[config.mk]
export PLATFORM = sky130hd
export DESIGN_NAME = ext_addr_split_output_bank
export DESIGN_NICKNAME = d
export VERILOG_FILES = /design/src/rtl/bank_pkg.sv /design/src/rtl/sync2.sv /design/src/rtl/hold_timer.sv /design/src/rtl/ext_addr_split_output_bank.sv
export SDC_FILE = /design/constraint.sdc
export NUM_CORES = 1
export LEC_CHECK = 0
export ABC_AREA = 1
export BUFFER_PORTS_ARGS = -buffer_cell sky130_fd_sc_hd__buf_4
export CORE_MARGIN = 4
export CORE_UTILIZATION = 58
export CTS_BUF_LIST = sky130_fd_sc_hd__clkbuf_4
export DETAILED_ROUTE_END_ITERATION = 8
export GPL_TIMING_DRIVEN = 0
export PLACE_DENSITY = 0.82
export SLEW_MARGIN = 25
export SYNTH_ARGS = -nofsm -noshare
export SYNTH_HDL_FRONTEND = slang
export SYNTH_SLANG_ARGS = --single-unit
[constraint.sdc]
create_clock -name core_clk_in -period 1.6 [get_ports core_clk_in]
set_input_delay 0.32 -clock core_clk_in [delete_from_list [all_inputs] [get_ports core_clk_in]]
set_output_delay 0.32 -clock core_clk_in [all_outputs]
set_load 0.005 [all_outputs]
[src/rtl/bank_pkg.sv]
// Constants and register map for the split output bank block
`default_nettype none
package bank_pkg;
    // Clock and timing
    localparam int unsigned CLK_HZ            = 20_000_000;
    localparam int unsigned CYC_PER_US        = CLK_HZ / 1_000_000;
    localparam int unsigned WD_TIME_US        = 327_000;
    localparam int unsigned WD_TOL_US         = 16_000;
    localparam int unsigned WD_CYCLES         = WD_TIME_US * CYC_PER_US;
    localparam int unsigned EXT_RST_TIME_US   = 90_000;
    localparam int unsigned EXT_RST_CYCLES    = EXT_RST_TIME_US * CYC_PER_US;
    localparam int unsigned STROBE_TIME_NS    = 2_000;
    // Scaled through cycles per microsecond so the product stays inside 32 bits
    localparam int unsigned STROBE_CYCLES     = (STROBE_TIME_NS * CYC_PER_US + 999) / 1000;
    localparam int unsigned CYCLE_STD_MS      = 5;
    localparam int unsigned CYCLE_EXT_MS      = 10;
    localparam logic [7:0]  STROBE_LOAD       = 8'(STROBE_CYCLES);
    // Register byte offsets
    localparam logic [7:0]  CTRL_OFS          = 8'h00;
    localparam logic [7:0]  STATUS_OFS        = 8'h04;
    localparam logic [7:0]  ACTIVATE_OFS      = 8'h08;
    localparam logic [7:0]  IRQ_STATUS_OFS    = 8'h0c;
    localparam logic [7:0]  IRQ_CLEAR_OFS     = 8'h10;
    localparam logic [7:0]  IRQ_ENABLE_OFS    = 8'h14;
    // Control register fields
    localparam int unsigned CTRL_EXT_MODE     = 0;
    localparam int unsigned CTRL_SPLIT        = 1;
    localparam int unsigned CTRL_JOINT        = 2;
    localparam int unsigned CTRL_COMM_WD      = 3;
    localparam int unsigned CTRL_NVM_BUSY     = 4;
    localparam int unsigned CTRL_AB_SEL       = 5;
    localparam int unsigned CTRL_ADDR_LSB     = 8;
    localparam logic [12:0] CTRL_RESET        = 13'h0000;
    // Interrupt event bits
    localparam int unsigned IRQ_OUT_EVENT     = 0;
    localparam int unsigned IRQ_WD_EXPIRE     = 1;
    localparam int unsigned IRQ_EXT_RESET     = 2;
    localparam int unsigned IRQ_CALL          = 3;
    localparam int unsigned IRQ_W             = 4;
    // Inactive data output level
    localparam logic [3:0]  DATA_IDLE         = 4'h0;
    // Watchdog sequencer states
    typedef enum logic [1:0] {
        ST_RUN    = 2'b00,
        ST_STROBE = 2'b01,
        ST_RESET  = 2'b10
    } wd_state_type;
endpackage
`default_nettype wire

[src/rtl/sync2.sv]
// Two flip-flop synchroniser for pin inputs
`default_nettype none
module sync2 #(
    parameter int unsigned W = 1
) (
    input  wire logic         clk_in,
    input  wire logic         rst_n_in,
    input  wire logic [W-1:0] d_in,
    output logic      [W-1:0] q_out
);
    logic [W-1:0] meta_r;
    logic [W-1:0] q_r;

    // First stage feeds only the second stage
    always_ff @(posedge clk_in or negedge rst_n_in) begin
        if (!rst_n_in) begin
            meta_r <= '0;
            q_r    <= '0;
        end else begin
            meta_r <= d_in;
            q_r    <= meta_r;
        end
    end

    assign q_out = q_r;
endmodule
`default_nettype wire

[src/rtl/hold_timer.sv]
// Counter that flags when a condition has run for LIMIT + 1 cycles
`default_nettype none
module hold_timer #(
    parameter int unsigned LIMIT = 4
) (
    input  wire logic clk_in,
    input  wire logic rst_n_in,
    input  wire logic run_in,
    input  wire logic restart_in,
    output logic      expired_out
);
    localparam int unsigned W = $clog2(LIMIT + 1);
    logic [W-1:0] count_r;
    logic [W-1:0] count_nxt;
    logic         expired_r;
    logic         expired_nxt;

    // Count while running; saturate and flag at the limit
    always_comb begin
        count_nxt   = count_r;
        expired_nxt = expired_r;
        if (restart_in || !run_in) begin
            count_nxt   = '0;
            expired_nxt = 1'b0;
        end else if (count_r == W'(LIMIT)) begin
            expired_nxt = 1'b1;
        end else begin
            count_nxt = count_r + W'(1);
        end
    end

    always_ff @(posedge clk_in or negedge rst_n_in) begin
        if (!rst_n_in) begin
            count_r   <= '0;
            expired_r <= 1'b0;
        end else begin
            count_r   <= count_nxt;
            expired_r <= expired_nxt;
        end
    end

    // Gated by run so a flag left from a dropped condition cannot fire late
    assign expired_out = expired_r && run_in;
endmodule
`default_nettype wire

[src/rtl/ext_addr_split_output_bank.sv]
// Split output bank slave logic with alternation watchdog and strobe reset
// Function
// I3 selects A or B slave
// Without split, only three output bits used
// Response always carries four input bits
// Split mode: I2 high to D0/D1, low D2/D3
// Master toggles I2 between consecutive calls
// Output event updates ports and pulses strobe
// Joint update: event only when I2 low
// Joint, I2 high: hold bits, outputs unchanged
// Separate update: event every call, one bank
// Watchdog armed only under all enable conditions
// Watchdog expiry first pulses data, parameter strobes
// Then reset, set inhibit, outputs inactive
// Inputs sampled and returned every call
// Strobe pin low too long resets device
// External reset needs strobe low over 90ms
// Watchdog restarts on each I2 change
`default_nettype none
module ext_addr_split_output_bank
    import bank_pkg::*;
#(
    parameter int unsigned WD_LIMIT  = bank_pkg::WD_CYCLES,
    parameter int unsigned EXT_LIMIT = bank_pkg::EXT_RST_CYCLES
) (
    // Clock and reset
    input  wire logic        core_clk_in,
    input  wire logic        rst_n_in,
    // Wishbone slave
    input  wire logic        wb_cyc_in,
    input  wire logic        wb_stb_in,
    input  wire logic        wb_we_in,
    input  wire logic [7:0]  wb_adr_in,
    input  wire logic [3:0]  wb_sel_in,
    input  wire logic [31:0] wb_dat_in,
    output logic      [31:0] wb_dat_out,
    output logic             wb_ack_out,
    // Decoded data exchange call from the link receiver
    input  wire logic        call_valid_in,
    input  wire logic [3:0]  call_info_in,
    // Slave response to the link transmitter
    output logic             resp_valid_out,
    output logic      [3:0]  resp_data_out,
    // Data port pins
    input  wire logic [3:0]  data_in_in,
    output logic      [3:0]  data_out_out,
    // Data strobe pin, open drain, also external reset input
    input  wire logic        data_strobe_n_in,
    output logic             data_strobe_n_out,
    output logic             data_strobe_oe_n_out,
    // Parameter strobe pin
    output logic             param_strobe_n_out,
    // State machine initialisation request and interrupt
    output logic             nvm_readout_out,
    output logic             irq_out
);
    logic [3:0]   din_sync;
    logic         strobe_pin_sync;
    logic         wd_expired;
    logic         ext_expired;
    logic [12:0]  ctrl_r,       ctrl_nxt;
    logic         inhibit_r,    inhibit_nxt;
    logic [3:0]   data_r,       data_nxt;
    logic [1:0]   held_r,       held_nxt;
    logic         last_i2_r,    last_i2_nxt;
    logic         resp_v_r,     resp_v_nxt;
    logic [3:0]   resp_d_r,     resp_d_nxt;
    logic [7:0]   stb_cnt_r,    stb_cnt_nxt;
    logic         dstb_r,       dstb_nxt;
    logic         pstb_r,       pstb_nxt;
    logic         nvm_r,        nvm_nxt;
    wd_state_type wd_st_r,      wd_st_nxt;
    logic [IRQ_W-1:0] irq_st_r, irq_st_nxt;
    logic [IRQ_W-1:0] irq_en_r, irq_en_nxt;
    logic         irq_r,        irq_nxt;
    logic         ack_r,        ack_nxt;
    logic [31:0]  rdat_r,       rdat_nxt;
    logic         ext_mode, split, joint, i2, accept, out_event, armed;
    logic         i2_change, soft_reset, wb_req, wb_wr;
    logic [IRQ_W-1:0] irq_ev, irq_clr;

    // Pins from outside the clock domain
    sync2 #(.W(4)) u_din_sync (
        .clk_in   (core_clk_in),
        .rst_n_in (rst_n_in),
        .d_in     (data_in_in),
        .q_out    (din_sync)
    );
    sync2 #(.W(1)) u_stb_sync (
        .clk_in   (core_clk_in),
        .rst_n_in (rst_n_in),
        .d_in     (data_strobe_n_in),
        .q_out    (strobe_pin_sync)
    );

    // Mode decode
    assign ext_mode = ctrl_r[CTRL_EXT_MODE];
    assign split    = ext_mode & ctrl_r[CTRL_SPLIT];
    assign joint    = ctrl_r[CTRL_JOINT];
    assign i2       = call_info_in[2];

    // A/B slave match
    assign accept = call_valid_in && !inhibit_r && (wd_st_r == ST_RUN)
                    && (!ext_mode || (call_info_in[3] == ctrl_r[CTRL_AB_SEL]));

    // joint mode fires only on I2 low
    assign out_event = accept && !(split && joint && i2);

    // watchdog arming conditions
    assign armed = ctrl_r[CTRL_COMM_WD] && split && !inhibit_r
                   && (ctrl_r[CTRL_ADDR_LSB +: 5] != 5'h00) && !ctrl_r[CTRL_NVM_BUSY];

    // restart on a call whose I2 differs from the last one
    assign i2_change = accept && split && (i2 != last_i2_r);

    // alternation watchdog timer
    hold_timer #(.LIMIT(WD_LIMIT)) u_wd_timer (
        .clk_in      (core_clk_in),
        .rst_n_in    (rst_n_in),
        .run_in      (armed && (wd_st_r == ST_RUN)),
        .restart_in  (i2_change),
        .expired_out (wd_expired)
    );

    // pin held low by someone else, not by our own strobe
    hold_timer #(.LIMIT(EXT_LIMIT)) u_ext_timer (
        .clk_in      (core_clk_in),
        .rst_n_in    (rst_n_in),
        .run_in      (!strobe_pin_sync && !dstb_r),
        .restart_in  (1'b0),
        .expired_out (ext_expired)
    );

    // device reset from watchdog end or external request
    assign soft_reset = (wd_st_r == ST_RESET) || ext_expired;

    // Data path, held bits and response
    always_comb begin
        data_nxt    = data_r;
        held_nxt    = held_r;
        last_i2_nxt = last_i2_r;
        resp_v_nxt  = 1'b0;
        resp_d_nxt  = resp_d_r;
        if (soft_reset) begin
            data_nxt    = DATA_IDLE;
            held_nxt    = 2'b00;
            last_i2_nxt = 1'b0;
        end else if (accept) begin
            // inputs returned on every accepted call
            resp_v_nxt = 1'b1;
            // full four input bits in the answer
            resp_d_nxt = din_sync;
            if (split) begin
                last_i2_nxt = i2;
                if (joint) begin
                    // I2 high holds, I2 low writes both banks
                    if (i2) begin
                        held_nxt = call_info_in[1:0];
                    end else begin
                        data_nxt = {call_info_in[1:0], held_r};
                    end
                end else if (i2) begin
                    // inverted select, I2 high to D0/D1
                    data_nxt[1:0] = call_info_in[1:0];
                end else begin
                    // only the selected bank changes
                    data_nxt[3:2] = call_info_in[1:0];
                end
            end else if (ext_mode) begin
                // I3 is the select bit, D3 left alone
                data_nxt[2:0] = call_info_in[2:0];
            end else begin
                data_nxt = call_info_in;
            end
        end
    end

    always_ff @(posedge core_clk_in or negedge rst_n_in) begin
        if (!rst_n_in) begin
            data_r    <= DATA_IDLE;
            held_r    <= 2'b00;
            last_i2_r <= 1'b0;
            resp_v_r  <= 1'b0;
            resp_d_r  <= 4'h0;
        end else begin
            data_r    <= data_nxt;
            held_r    <= held_nxt;
            last_i2_r <= last_i2_nxt;
            resp_v_r  <= resp_v_nxt;
            resp_d_r  <= resp_d_nxt;
        end
    end

    // Strobe generation and watchdog sequence
    always_comb begin
        wd_st_nxt   = wd_st_r;
        stb_cnt_nxt = stb_cnt_r;
        dstb_nxt    = dstb_r;
        pstb_nxt    = pstb_r;
        // External reset asks for initialisation in any sequence state
        nvm_nxt     = ext_expired;
        case (wd_st_r)
            ST_RUN: begin
                if (ext_expired) begin
                    dstb_nxt    = 1'b0;
                    pstb_nxt    = 1'b0;
                    stb_cnt_nxt = 8'h00;
                    nvm_nxt     = 1'b1;
                end else if (wd_expired) begin
                    // both strobes before the reset
                    wd_st_nxt   = ST_STROBE;
                    dstb_nxt    = 1'b1;
                    pstb_nxt    = 1'b1;
                    stb_cnt_nxt = STROBE_LOAD;
                end else if (out_event) begin
                    // strobe pulse with each output update
                    dstb_nxt    = 1'b1;
                    stb_cnt_nxt = STROBE_LOAD;
                end else if (stb_cnt_r > 8'h01) begin
                    stb_cnt_nxt = stb_cnt_r - 8'h01;
                end else begin
                    stb_cnt_nxt = 8'h00;
                    dstb_nxt    = 1'b0;
                end
            end
            ST_STROBE: begin
                if (stb_cnt_r > 8'h01) begin
                    stb_cnt_nxt = stb_cnt_r - 8'h01;
                end else begin
                    stb_cnt_nxt = 8'h00;
                    dstb_nxt    = 1'b0;
                    pstb_nxt    = 1'b0;
                    wd_st_nxt   = ST_RESET;
                end
            end
            ST_RESET: begin
                // reset after strobes, then initialise
                wd_st_nxt = ST_RUN;
                nvm_nxt   = 1'b1;
            end
            default: begin
                wd_st_nxt   = ST_RUN;
                dstb_nxt    = 1'b0;
                pstb_nxt    = 1'b0;
                stb_cnt_nxt = 8'h00;
            end
        endcase
    end

    always_ff @(posedge core_clk_in or negedge rst_n_in) begin
        if (!rst_n_in) begin
            wd_st_r   <= ST_RUN;
            stb_cnt_r <= 8'h00;
            dstb_r    <= 1'b0;
            pstb_r    <= 1'b0;
            nvm_r     <= 1'b0;
        end else begin
            wd_st_r   <= wd_st_nxt;
            stb_cnt_r <= stb_cnt_nxt;
            dstb_r    <= dstb_nxt;
            pstb_r    <= pstb_nxt;
            nvm_r     <= nvm_nxt;
        end
    end

    // Wishbone decode: one wait state, ack for one cycle
    assign wb_req = wb_cyc_in && wb_stb_in && !ack_r;
    assign wb_wr  = wb_req && wb_we_in;
    assign irq_clr = (wb_wr && wb_adr_in == IRQ_CLEAR_OFS && wb_sel_in[0])
                     ? wb_dat_in[IRQ_W-1:0] : '0;
    assign irq_ev = {accept, ext_expired, wd_expired && (wd_st_r == ST_RUN), out_event};

    // Registers, interrupts and read mux
    always_comb begin
        ctrl_nxt    = ctrl_r;
        inhibit_nxt = inhibit_r;
        irq_en_nxt  = irq_en_r;
        ack_nxt     = wb_req;
        rdat_nxt    = 32'h0000_0000;
        if (wb_wr) begin
            case (wb_adr_in)
                CTRL_OFS: begin
                    if (wb_sel_in[0]) ctrl_nxt[7:0]  = wb_dat_in[7:0];
                    if (wb_sel_in[1]) ctrl_nxt[12:8] = wb_dat_in[12:8];
                end
                ACTIVATE_OFS: begin
                    if (wb_sel_in[0] && wb_dat_in[0]) inhibit_nxt = 1'b0;
                end
                IRQ_ENABLE_OFS: begin
                    if (wb_sel_in[0]) irq_en_nxt = wb_dat_in[IRQ_W-1:0];
                end
                default: begin
                end
            endcase
        end
        // Reset sets inhibit and wins over an activating write
        if (soft_reset) begin
            inhibit_nxt = 1'b1;
        end
        if (wb_req && !wb_we_in) begin
            case (wb_adr_in)
                CTRL_OFS:       rdat_nxt = {19'h0, ctrl_r};
                STATUS_OFS:     rdat_nxt = {22'h0, wd_st_r, armed, last_i2_r,
                                            held_r, data_r};
                ACTIVATE_OFS:   rdat_nxt = {31'h0, inhibit_r};
                IRQ_STATUS_OFS: rdat_nxt = {28'h0, irq_st_r};
                IRQ_ENABLE_OFS: rdat_nxt = {28'h0, irq_en_r};
                default:        rdat_nxt = 32'h0000_0000;
            endcase
        end
        // New events beat a simultaneous clear
        irq_st_nxt = (irq_st_r & ~irq_clr) | irq_ev;
        irq_nxt    = |(irq_st_nxt & irq_en_nxt);
    end

    always_ff @(posedge core_clk_in or negedge rst_n_in) begin
        if (!rst_n_in) begin
            ctrl_r    <= CTRL_RESET;
            inhibit_r <= 1'b1;
            irq_st_r  <= '0;
            irq_en_r  <= '0;
            irq_r     <= 1'b0;
            ack_r     <= 1'b0;
            rdat_r    <= 32'h0000_0000;
        end else begin
            ctrl_r    <= ctrl_nxt;
            inhibit_r <= inhibit_nxt;
            irq_st_r  <= irq_st_nxt;
            irq_en_r  <= irq_en_nxt;
            irq_r     <= irq_nxt;
            ack_r     <= ack_nxt;
            rdat_r    <= rdat_nxt;
        end
    end

    // Outputs straight from flops; strobe pin pulled low only while active
    assign wb_ack_out           = ack_r;
    assign wb_dat_out           = rdat_r;
    assign resp_valid_out       = resp_v_r;
    assign resp_data_out        = resp_d_r;
    assign data_out_out         = data_r;
    assign data_strobe_n_out    = 1'b0;
    assign data_strobe_oe_n_out = !dstb_r;
    assign param_strobe_n_out   = !pstb_r;
    assign nvm_readout_out      = nvm_r;
    assign irq_out              = irq_r;
endmodule
`default_nettype wire

== Word-level counts from Yosys, hierarchy flattened ==
Index checks and enable logic that the tools add are counted.

* Muxes and demuxes: 55
* Equality and inequality tests: 22
* Add/subtract/negate cells: 3
* Reduce and logical (&&, ||, !) cells: 60
* Order comparisons: 1
* Bitwise operators: 7

{| class="wikitable"
|+ Operator list
! kind !! count
|-
| 13-bit one-hot mux with 5 select lines || 1
|-
| 23-bit 2-to-1 mux || 2
|-
| 21-bit 2-to-1 mux || 2
|-
| 4-bit 2-to-1 mux || 9
|-
| 8-bit 2-to-1 mux || 4
|-
| 1-bit logical AND || 24
|-
| 8-bit one-hot mux with 3 select lines || 1
|-
| 23-bit by 1-bit adder with 23-bit output, second input constant || 1
|-
| 23-bit equality test, second input constant || 1
|-
| 1-bit 2-to-1 mux || 22
|-
| 21-bit by 1-bit adder with 21-bit output, second input constant || 1
|-
| 21-bit equality test, second input constant || 1
|-
| 3-bit AND reduction || 7
|-
| 2-bit 2-to-1 mux || 9
|-
| 8-bit by 4-bit equality test with 1-bit output, second input constant || 2
|-
| 8-bit by 5-bit equality test with 1-bit output, second input constant || 2
|-
| 2-bit nonzero test || 8
|-
| 13-bit 2-to-1 mux || 1
|-
| 1-bit zero test || 10
|-
| 2-bit != test, second input constant || 5
|-
| 4-bit AND || 2
|-
| 8-bit by 3-bit equality test with 1-bit output, second input constant || 1
|-
| 8-bit by 1-bit > comparator with 1-bit output, second input constant || 1
|-
| 8-bit zero test || 1
|-
| 23 further kinds || 30
|}

* Output and inout port bits: 47
* Logic and storage cells: 176
* Bits of input ports: 59
* Flip-flop bits (word level): 137

== Longest topological paths before layout ==
Gate-level depths: netlist of run 1.

* Depth after elaboration: 11
* Gate-level depth with buffers: 11
* Mapped depth without buffers: 11

== Modules after synthesis ==
From an unflattened synthesis of run 1, not the netlist that was laid out.

* Cells, all modules: 820
* Area, all modules: 6281.0 µm²

{| class="wikitable"
|+ By module, submodules not included
! module !! sequential area each (µm²) !! area each (µm²) !! instances !! cells each
|-
| ext_addr_split_output_bank || 1552.7 || 3211.8 || 1 || 390
|-
| hold_timer (u_wd_timer) || 600.6 || 1478.9 || 1 || 221
|-
| hold_timer (u_ext_timer) || 550.5 || 1340.0 || 1 || 199
|-
| sync2 (u_din_sync) || 200.2 || 200.2 || 1 || 8
|-
| sync2 (u_stb_sync) || 50.0 || 50.0 || 1 || 2
|}

== Worst setup path before layout of run 1 ==
Ideal clock, no wire load.

* Kind: register to register
* From: reg u_wd_timer.count_r[0]
* To: reg u_wd_timer.count_r[20]
* Path buffers: 0
* Library setup time: 0.117 ns
* Data arrival time: 1.361 ns
* Slack: 0.122 ns
* Period minus slack after synthesis: 1.478 ns
* Required time: 1.483 ns
* Cell stages (with the launch flop): 11
* Path through: dfrtp_1 -> ha_1 -> nand3_2 -> nor2_4 -> nand2_2 -> nor2_4 -> nand2_2 -> nor3_2 -> nand2_1 -> nand2_1 -> nor2_1

* Cells in the longest elaborated chain, start to end: 3
* Elaborated cells on any way between the ends: 5
* Those cells by class: 1 x add/sub; 2 x eq/ne; 2 x mux

{| class="wikitable"
|+ Ends and longest elaborated chain
! item !! RTL line !! text
|-
| start, declared || hold_timer.sv:13 || <nowiki>logic [W-1:0] count_r;</nowiki>
|-
| start signal, assigned || hold_timer.sv:37 || <nowiki>count_r <= count_nxt;</nowiki>
|-
| 23-bit by 1-bit adder with 23-bit output || hold_timer.sv:28 || <nowiki>count_nxt = count_r + W'(1);</nowiki>
|-
| 23-bit 2-to-1 mux || hold_timer.sv:25 || <nowiki>end else if (count_r == W'(LIMIT)) begin</nowiki>
|-
| 23-bit 2-to-1 mux || hold_timer.sv:22 || <nowiki>if (restart_in || !run_in) begin</nowiki>
|}

Parallel ways exist; a longest one is shown, timed or not. The select of a mux whose other input is x is not followed.
A chain may end at the register's enable or synchronous reset.

== Worst setup path after layout of run 1 ==
Ends and elaborated chain as after synthesis.

==> results.toml, run 1 <==
[cells_and_area]
final_cells = 995
fin_area_um2 = 7790
final_common_cell = "nand2_1"
n_antenna_cell = 0
layout-drive-gt1-share_pct = 30.5
postLayoutCoreUtil_pct = 78.6
syn2layout_area_growth_pct = 29.8
nNetsFinal = 914
mostFrequentLayoutCells = "133 x nand2_1, 114 x dfrtp_1, 111 x buf_4, 73 x inv_1, 70 x nor2_1"
fillers = 640

[timing]
hold_ws_ns = 0.0351
period_needed_ns = 1.67
setup_violations = 5
tightestPinTransition_ns = 0.860
rsz0062_at_grt = "yes"
finalWorstSetupSlack_ns = -0.0675
maxSlewHeadroom_pct = 42.1
setup-tns-final_ns = -0.200
max_freq_mhz = 600
skew_ns = 0.0187
period_share_pct = 104
final_hold_viol_count = 0
drv_slew = 0

[detailed_routing]
num_vias = 5435
wl_per_cell_um = 15.2
drtIter0Drc = 383
drt_pass1_iterations = 6
antenna_left = 0
finalWirelength_um = 15100
via_per_inst = 5.46
drcViolationCount = 0

[power]
power_density_nw_per_um2 = 825
ir_drop_mv = 0.603
power_mw = 6.43
p_leak_nw = 3.64

[setup_path]
cp.required_ns = 2.02
endpoint = "u_wd_timer.count_r[20]$_DFFE_PN0P_"
reg2reg_from = "u_wd_timer.count_r[0]$_DFFE_PN0P_"
crit_arrival_ns = 2.09
cp-start-kind = "flop"
r2r_slack_ns = -0.07
reg2reg_to = "u_wd_timer.count_r[20]$_DFFE_PN0P_"
path_class = "flop to flop"
crit_fanout = 4
r2r_cells = 11
crit_start = "u_wd_timer.count_r[0]$_DFFE_PN0P_"
crit_path_end_kind = "flop"

[clocking]
cts.clk_slew.worst_paths_ns = 0.11
cts_max_path_buffers = 2
root_buffer = "clkbuf_4"
cts_tree = "yes"
numCtsBuffers = 17
clk_latency_ns = 0.53
htreeDepth = 4
clock-sinks = 118

[place]
dp_slack_ns = -0.158
place_inst = 919
io_buffers = 64
post-dp-hpwl_um = 10000
dpl_cell_area_um2 = 6750
gp_congestion = 0.941

[yosys]
yosys-top-cells-area = "dfrtp_1 49%, nand2_1 9.0%, nor2_1 5.1%, inv_1 5.0%, a21oi_1 3.1%"
synth_flop_cell = "dfrtp_1"
yosysWarnings = 0
synth_top_area_share_pct = 48.8
ys_ff_latch = 118
postSynthCellCount = 702
synth-async-reset-ratio_pct = 100
syn-cell-area_um2 = 6000
synth_cell_types = 50
avgSynthCellArea_um2 = 8.55
yosysSeqAreaShare_pct = 49.2
synth-edff-count = 0
yosys.area.top_type = "dfrtp_1"

[floorplan]
rows = 36
pin_count = 106
start_util_pct = 60.6
die-area_um2 = 12000
core_um2 = 9910
fp.dieH_um = 110
die_width_um = 110

[run_status]
status = "complete, but fails checks"
violations = "setup timing"

[hold_path]
hold_path_depth = 3
min_path_type = "input port to flop"

[grt]
grt_overflow = 0
antenna_found_initial = 0
grt_pass1_wl_um = 23600
track_usage_pct = 25.2
grt_max_degree = 71
first_global_vias = 5267

[job]
maxCapViolCount = 0
state kept, by name (all words and copies together) (netlist names), 8 cells and up:
name                 count
ctrl_r                  13
u_ext_timer.count_r     21
u_wd_timer.count_r      23
wb_dat_out              13
stb_cnt_r                8
layout make-up:
cell class                 instances  area (um2)  share of cell area, %
clock inverter                    14         208                   2.67
tap                              133         166                   2.14
clock buffer                      18         135                   1.73
buffer                            24         189                   2.43
sequential                       118        2960                   38.0
timing repair buffer             110         896                   11.5
multi-input combinational        489        2890                   37.1
inverter                          89         344                   4.42
worst max-delay path, stage by stage (launching register included):
cell and delay, ns:
dfrtp_1 0.39, buf_4 0.14, ha_4 0.15, nand3_4 0.10, nor2_4 0.14, nand2_4 0.09
nor2_4 0.17, nand2_4 0.09, nor3_4 0.12, nand2_1 0.07, nand2_1 0.06, nor2_1 0.04
synth_stat cells, types with 7 or more instances:
master / count
a21oi_1: 37
nand3_1: 35
buf_4: 20
nor3_1: 30
inv_2: 7
nor2_4: 8
o21ai_0: 26
inv_1: 80
nand4_1: 18
nand2_2: 9
dfrtp_1: 117
nor2_1: 81
nand2_1: 144
how the worst min path moves through the flow:
stage / startpoint / end / slack, ns
final: wb_dat_in[4] / ctrl_r[4]$_DFFE_PN0P_ / 0.04
after floorplan: rst_n_in / ctrl_r[0]$_DFFE_PN0P_ / 0.02
after CTS: wb_dat_in[6] / ctrl_r[6]$_DFFE_PN0P_ / 0.003
after global placement: u_din_sync.meta_r[3]$_DFF_PN0_ / u_din_sync.q_out[3]$_DFF_PN0_ / 0.33
after detailed placement: rst_n_in / resp_data_out[2]$_DFFE_PN0P_ / 0.29
after global routing: wb_dat_in[3] / ctrl_r[3]$_DFFE_PN0P_ / 0.02
power breakdown:
part	internal, mW	switching (mW)
Sequential	3.11	0.119
Clock	1.40	1.16
Combinational	0.312	0.329
Total	4.82	1.61
routing by layer:
layer	up-vias	track usage [%]	wire, um
li1	2555	-	-
met4	0	11.3	461
met2	228	43.2	7840
met5	-	0	0
met1	2606	30.3	5810
met3	46	5.93	973
logic make-up (layout without fill, tap and decap cells):
kind of cell	count (synthesis)	after routing	synth area share, %
xor gates and xnor gates	10	10	1.46
other	1	20	0.0625
muxes	16	16	3.21
buffers and inverters	114	255	8.94
and+or+nand+nor	354	354	28.1
DFF	118	118	49.2
adders and majority gates	6	6	1.25
AOI/OAI and AO/OA	83	83	7.74
timing repair:
action / CTS / global route
pin swaps: 10 / 27
hold endpoints to repair: 58 / 3
setup buffers: 12 / 19
endpoints found under the setup margin: 27 / 52
gates resized for setup: 16 / 70
hold buffers: 11 / 3
(Power assumes the default switching activity.)
==> run 2, diff against run 1 <==
--- a/config.mk
+++ b/config.mk
@@ -8,11 +8,11 @@
 export ABC_AREA = 1
 export BUFFER_PORTS_ARGS = -buffer_cell sky130_fd_sc_hd__buf_4
 export CORE_MARGIN = 4
-export CORE_UTILIZATION = 58
+export CORE_UTILIZATION = 55
 export CTS_BUF_LIST = sky130_fd_sc_hd__clkbuf_4
 export DETAILED_ROUTE_END_ITERATION = 8
 export GPL_TIMING_DRIVEN = 0
-export PLACE_DENSITY = 0.82
+export PLACE_DENSITY = 0.79
 export SLEW_MARGIN = 25
 export SYNTH_ARGS = -nofsm -noshare
 export SYNTH_HDL_FRONTEND = slang
==> run 2 against run 1 <==
The run still ends with setup timing left. Die area increased by 5.1%. Critical path depth shrank 2. Via count down 1.7%. Cell area down 1.8%. Core utilization shrank 5.5 points. First-iteration DRC count decreased by 8.6%. Wire length is 1.7% lower. Worst hold slack improved by 0.0088 ns. Highest routed layer unchanged.
==> results.toml, run 2 (synthesis results as in run 1) <==
[timing]
drv_slew = 0
final_hold_viol_count = 0
max_freq_mhz = 617
setup_violations = 2
period_share_pct = 101
rsz0062_at_grt = "yes"
skew_ns = 0.0122
tightestPinTransition_ns = 0.681
maxSlewHeadroom_pct = 54.1
setup-tns-final_ns = -0.0382
period_needed_ns = 1.62
finalWorstSetupSlack_ns = -0.0220

[cells_and_area]
fin_area_um2 = 7650
mostFrequentLayoutCells = "134 x nand2_1, 113 x dfrtp_1, 109 x buf_4, 73 x inv_1, 68 x nor2_1"
final_cells = 997
layout-drive-gt1-share_pct = 29.8
largest_reg_flops = 23
reg_top3 = "u_wd_timer.count_r: 23 flops, u_ext_timer.count_r: 21 flops"
postLayoutCoreUtil_pct = 73.1
final_common_cell = "nand2_1"
syn2layout_area_growth_pct = 27.4
n_antenna_cell = 0
nNetsFinal = 914
top_register = "u_wd_timer.count_r"

[setup_path]
crit_fanout = 5
r2r_cells = 9
reg2reg_from = "u_wd_timer.count_r[1]$_DFFE_PN0P_"
crit_arrival_ns = 2.10
r2r_slack_ns = -0.02
path_class = "flop to flop"
cp.required_ns = 2.07
reg2reg_to = "u_wd_timer.count_r[0]$_DFFE_PN0P_"
crit_path_end_kind = "flop"
cp-start-kind = "flop"

[clocking]
clk_latency_ns = 0.53
root_buffer = "clkbuf_4"
cts_max_path_buffers = 2
numCtsBuffers = 17
htreeDepth = 4
cts_tree = "yes"
cts.clk_slew.worst_paths_ns = 0.11
clock-sinks = 118

[floorplan]
core_um2 = 10500
start_util_pct = 57.4
die-area_um2 = 12600
rows = 37
die_width_um = 112
pin_count = 106
fp.dieH_um = 112

[place]
io_buffers = 64
gp_congestion = 0.910
post-dp-hpwl_um = 10100
dpl_cell_area_um2 = 6750
place_inst = 922

[detailed_routing]
wl_per_cell_um = 14.9
drtIter0Drc = 350
num_vias = 5345
antenna_left = 0
finalWirelength_um = 14800
drt_pass1_iterations = 5
via_per_inst = 5.36
drcViolationCount = 0

[grt]
first_global_vias = 5216
track_usage_pct = 23.0
antenna_found_initial = 0
grt_max_degree = 64
grt_overflow = 0
grt_pass1_wl_um = 23700

[hold_path]
min_path_type = "input port to flop"
holdPathEnd = "ctrl_r[4]$_DFFE_PN0P_"
hold_path_depth = 3
worstHoldStart = "wb_dat_in[4]"

[power]
p_leak_nw = 3.56
ir_drop_mv = 0.536
power_mw = 5.71
power_density_nw_per_um2 = 747

[job]
maxCapViolCount = 0

[run_status]
violations = "setup timing"
status = "complete, but fails checks"
## run 2: final cells by class
type                       instances  area, um2
clock inverter                    13       91.3
fill                             758       2820
timing repair buffer             109        901
inverter                          89        344
sequential                       118       2960
multi-input combinational        489       2850
clock buffer                      18        135
tap                              136        170
buffer                            25        200
## run 2: where the power goes
group          internal (mW)  switching [mW]  leakage [nW]  total (mW)
clock network          0.740            1.08         0.129        1.82
registers               3.11           0.124          1.56        3.23
logic                  0.315           0.347          1.87       0.661
total                   4.16            1.55          3.56        5.71
## run 2: worst max-delay path by stage
stage	from	to	slack, ns	cells past startpoint
after detailed placement	u_ext_timer.count_r[0]$_DFFE_PN0P_	u_ext_timer.count_r[14]$_DFFE_PN0P_	-0.1	7
after global placement	wb_adr_in[7]	wb_dat_out[0]$_DFF_PN0_	-0.08	8
after global routing	u_ext_timer.count_r[0]$_DFFE_PN0P_	u_ext_timer.count_r[2]$_DFFE_PN0P_	-0.12	9
final	u_wd_timer.count_r[1]$_DFFE_PN0P_	u_wd_timer.count_r[0]$_DFFE_PN0P_	-0.02	9
after CTS	u_wd_timer.count_r[1]$_DFFE_PN0P_	u_wd_timer.count_r[0]$_DFFE_PN0P_	-0.01	9
after floorplan	u_wd_timer.count_r[0]$_DFFE_PN0P_	u_wd_timer.count_r[20]$_DFFE_PN0P_	0.12	10
## run 2: metal layers
layer / vias up / wire length [um] / GRT usage [%]
li1: 2560 / - / -
met1: 2551 / 5970 / 26.8
met2: 208 / 7650 / 40.7
met3: 26 / 936 / 6.25
met4: 0 / 267 / 7.85
met5: - / 0 / 0
## run 2: worst max-delay path, cell delays in order (launching register included)
cell and delay, ns:
dfrtp_1 0.44, buf_6 0.14, inv_1 0.05, ha_2 0.18, nand3_2 0.08, nor4_2 0.19
nand3_2 0.19, nor2_2 0.15, nand2_1 0.07, nand2_1 0.06
## run 2: what timing repair did
| action | 4_1_cts | 5_1_grt |
|---|---|---|
| pin swaps | 8 | 28 |
| endpoints found under the hold margin | 75 | 0 |
| hold buffers | 14 | 0 |
| resized for setup | 10 | 75 |
| gates cloned | 0 | 1 |
| endpoints found under the setup margin | 28 | 52 |
| setup buffers | 13 | 16 |
## run 2: per-stage QoR
stage               hold slack (ns)  setup slack, ns
finish                       0.0440          -0.0220
global route                 0.0133           -0.122
CTS                         0.00236          -0.0142
detailed placement            0.339          -0.0985
global placement              0.333          -0.0751
floorplan                    0.0244            0.122
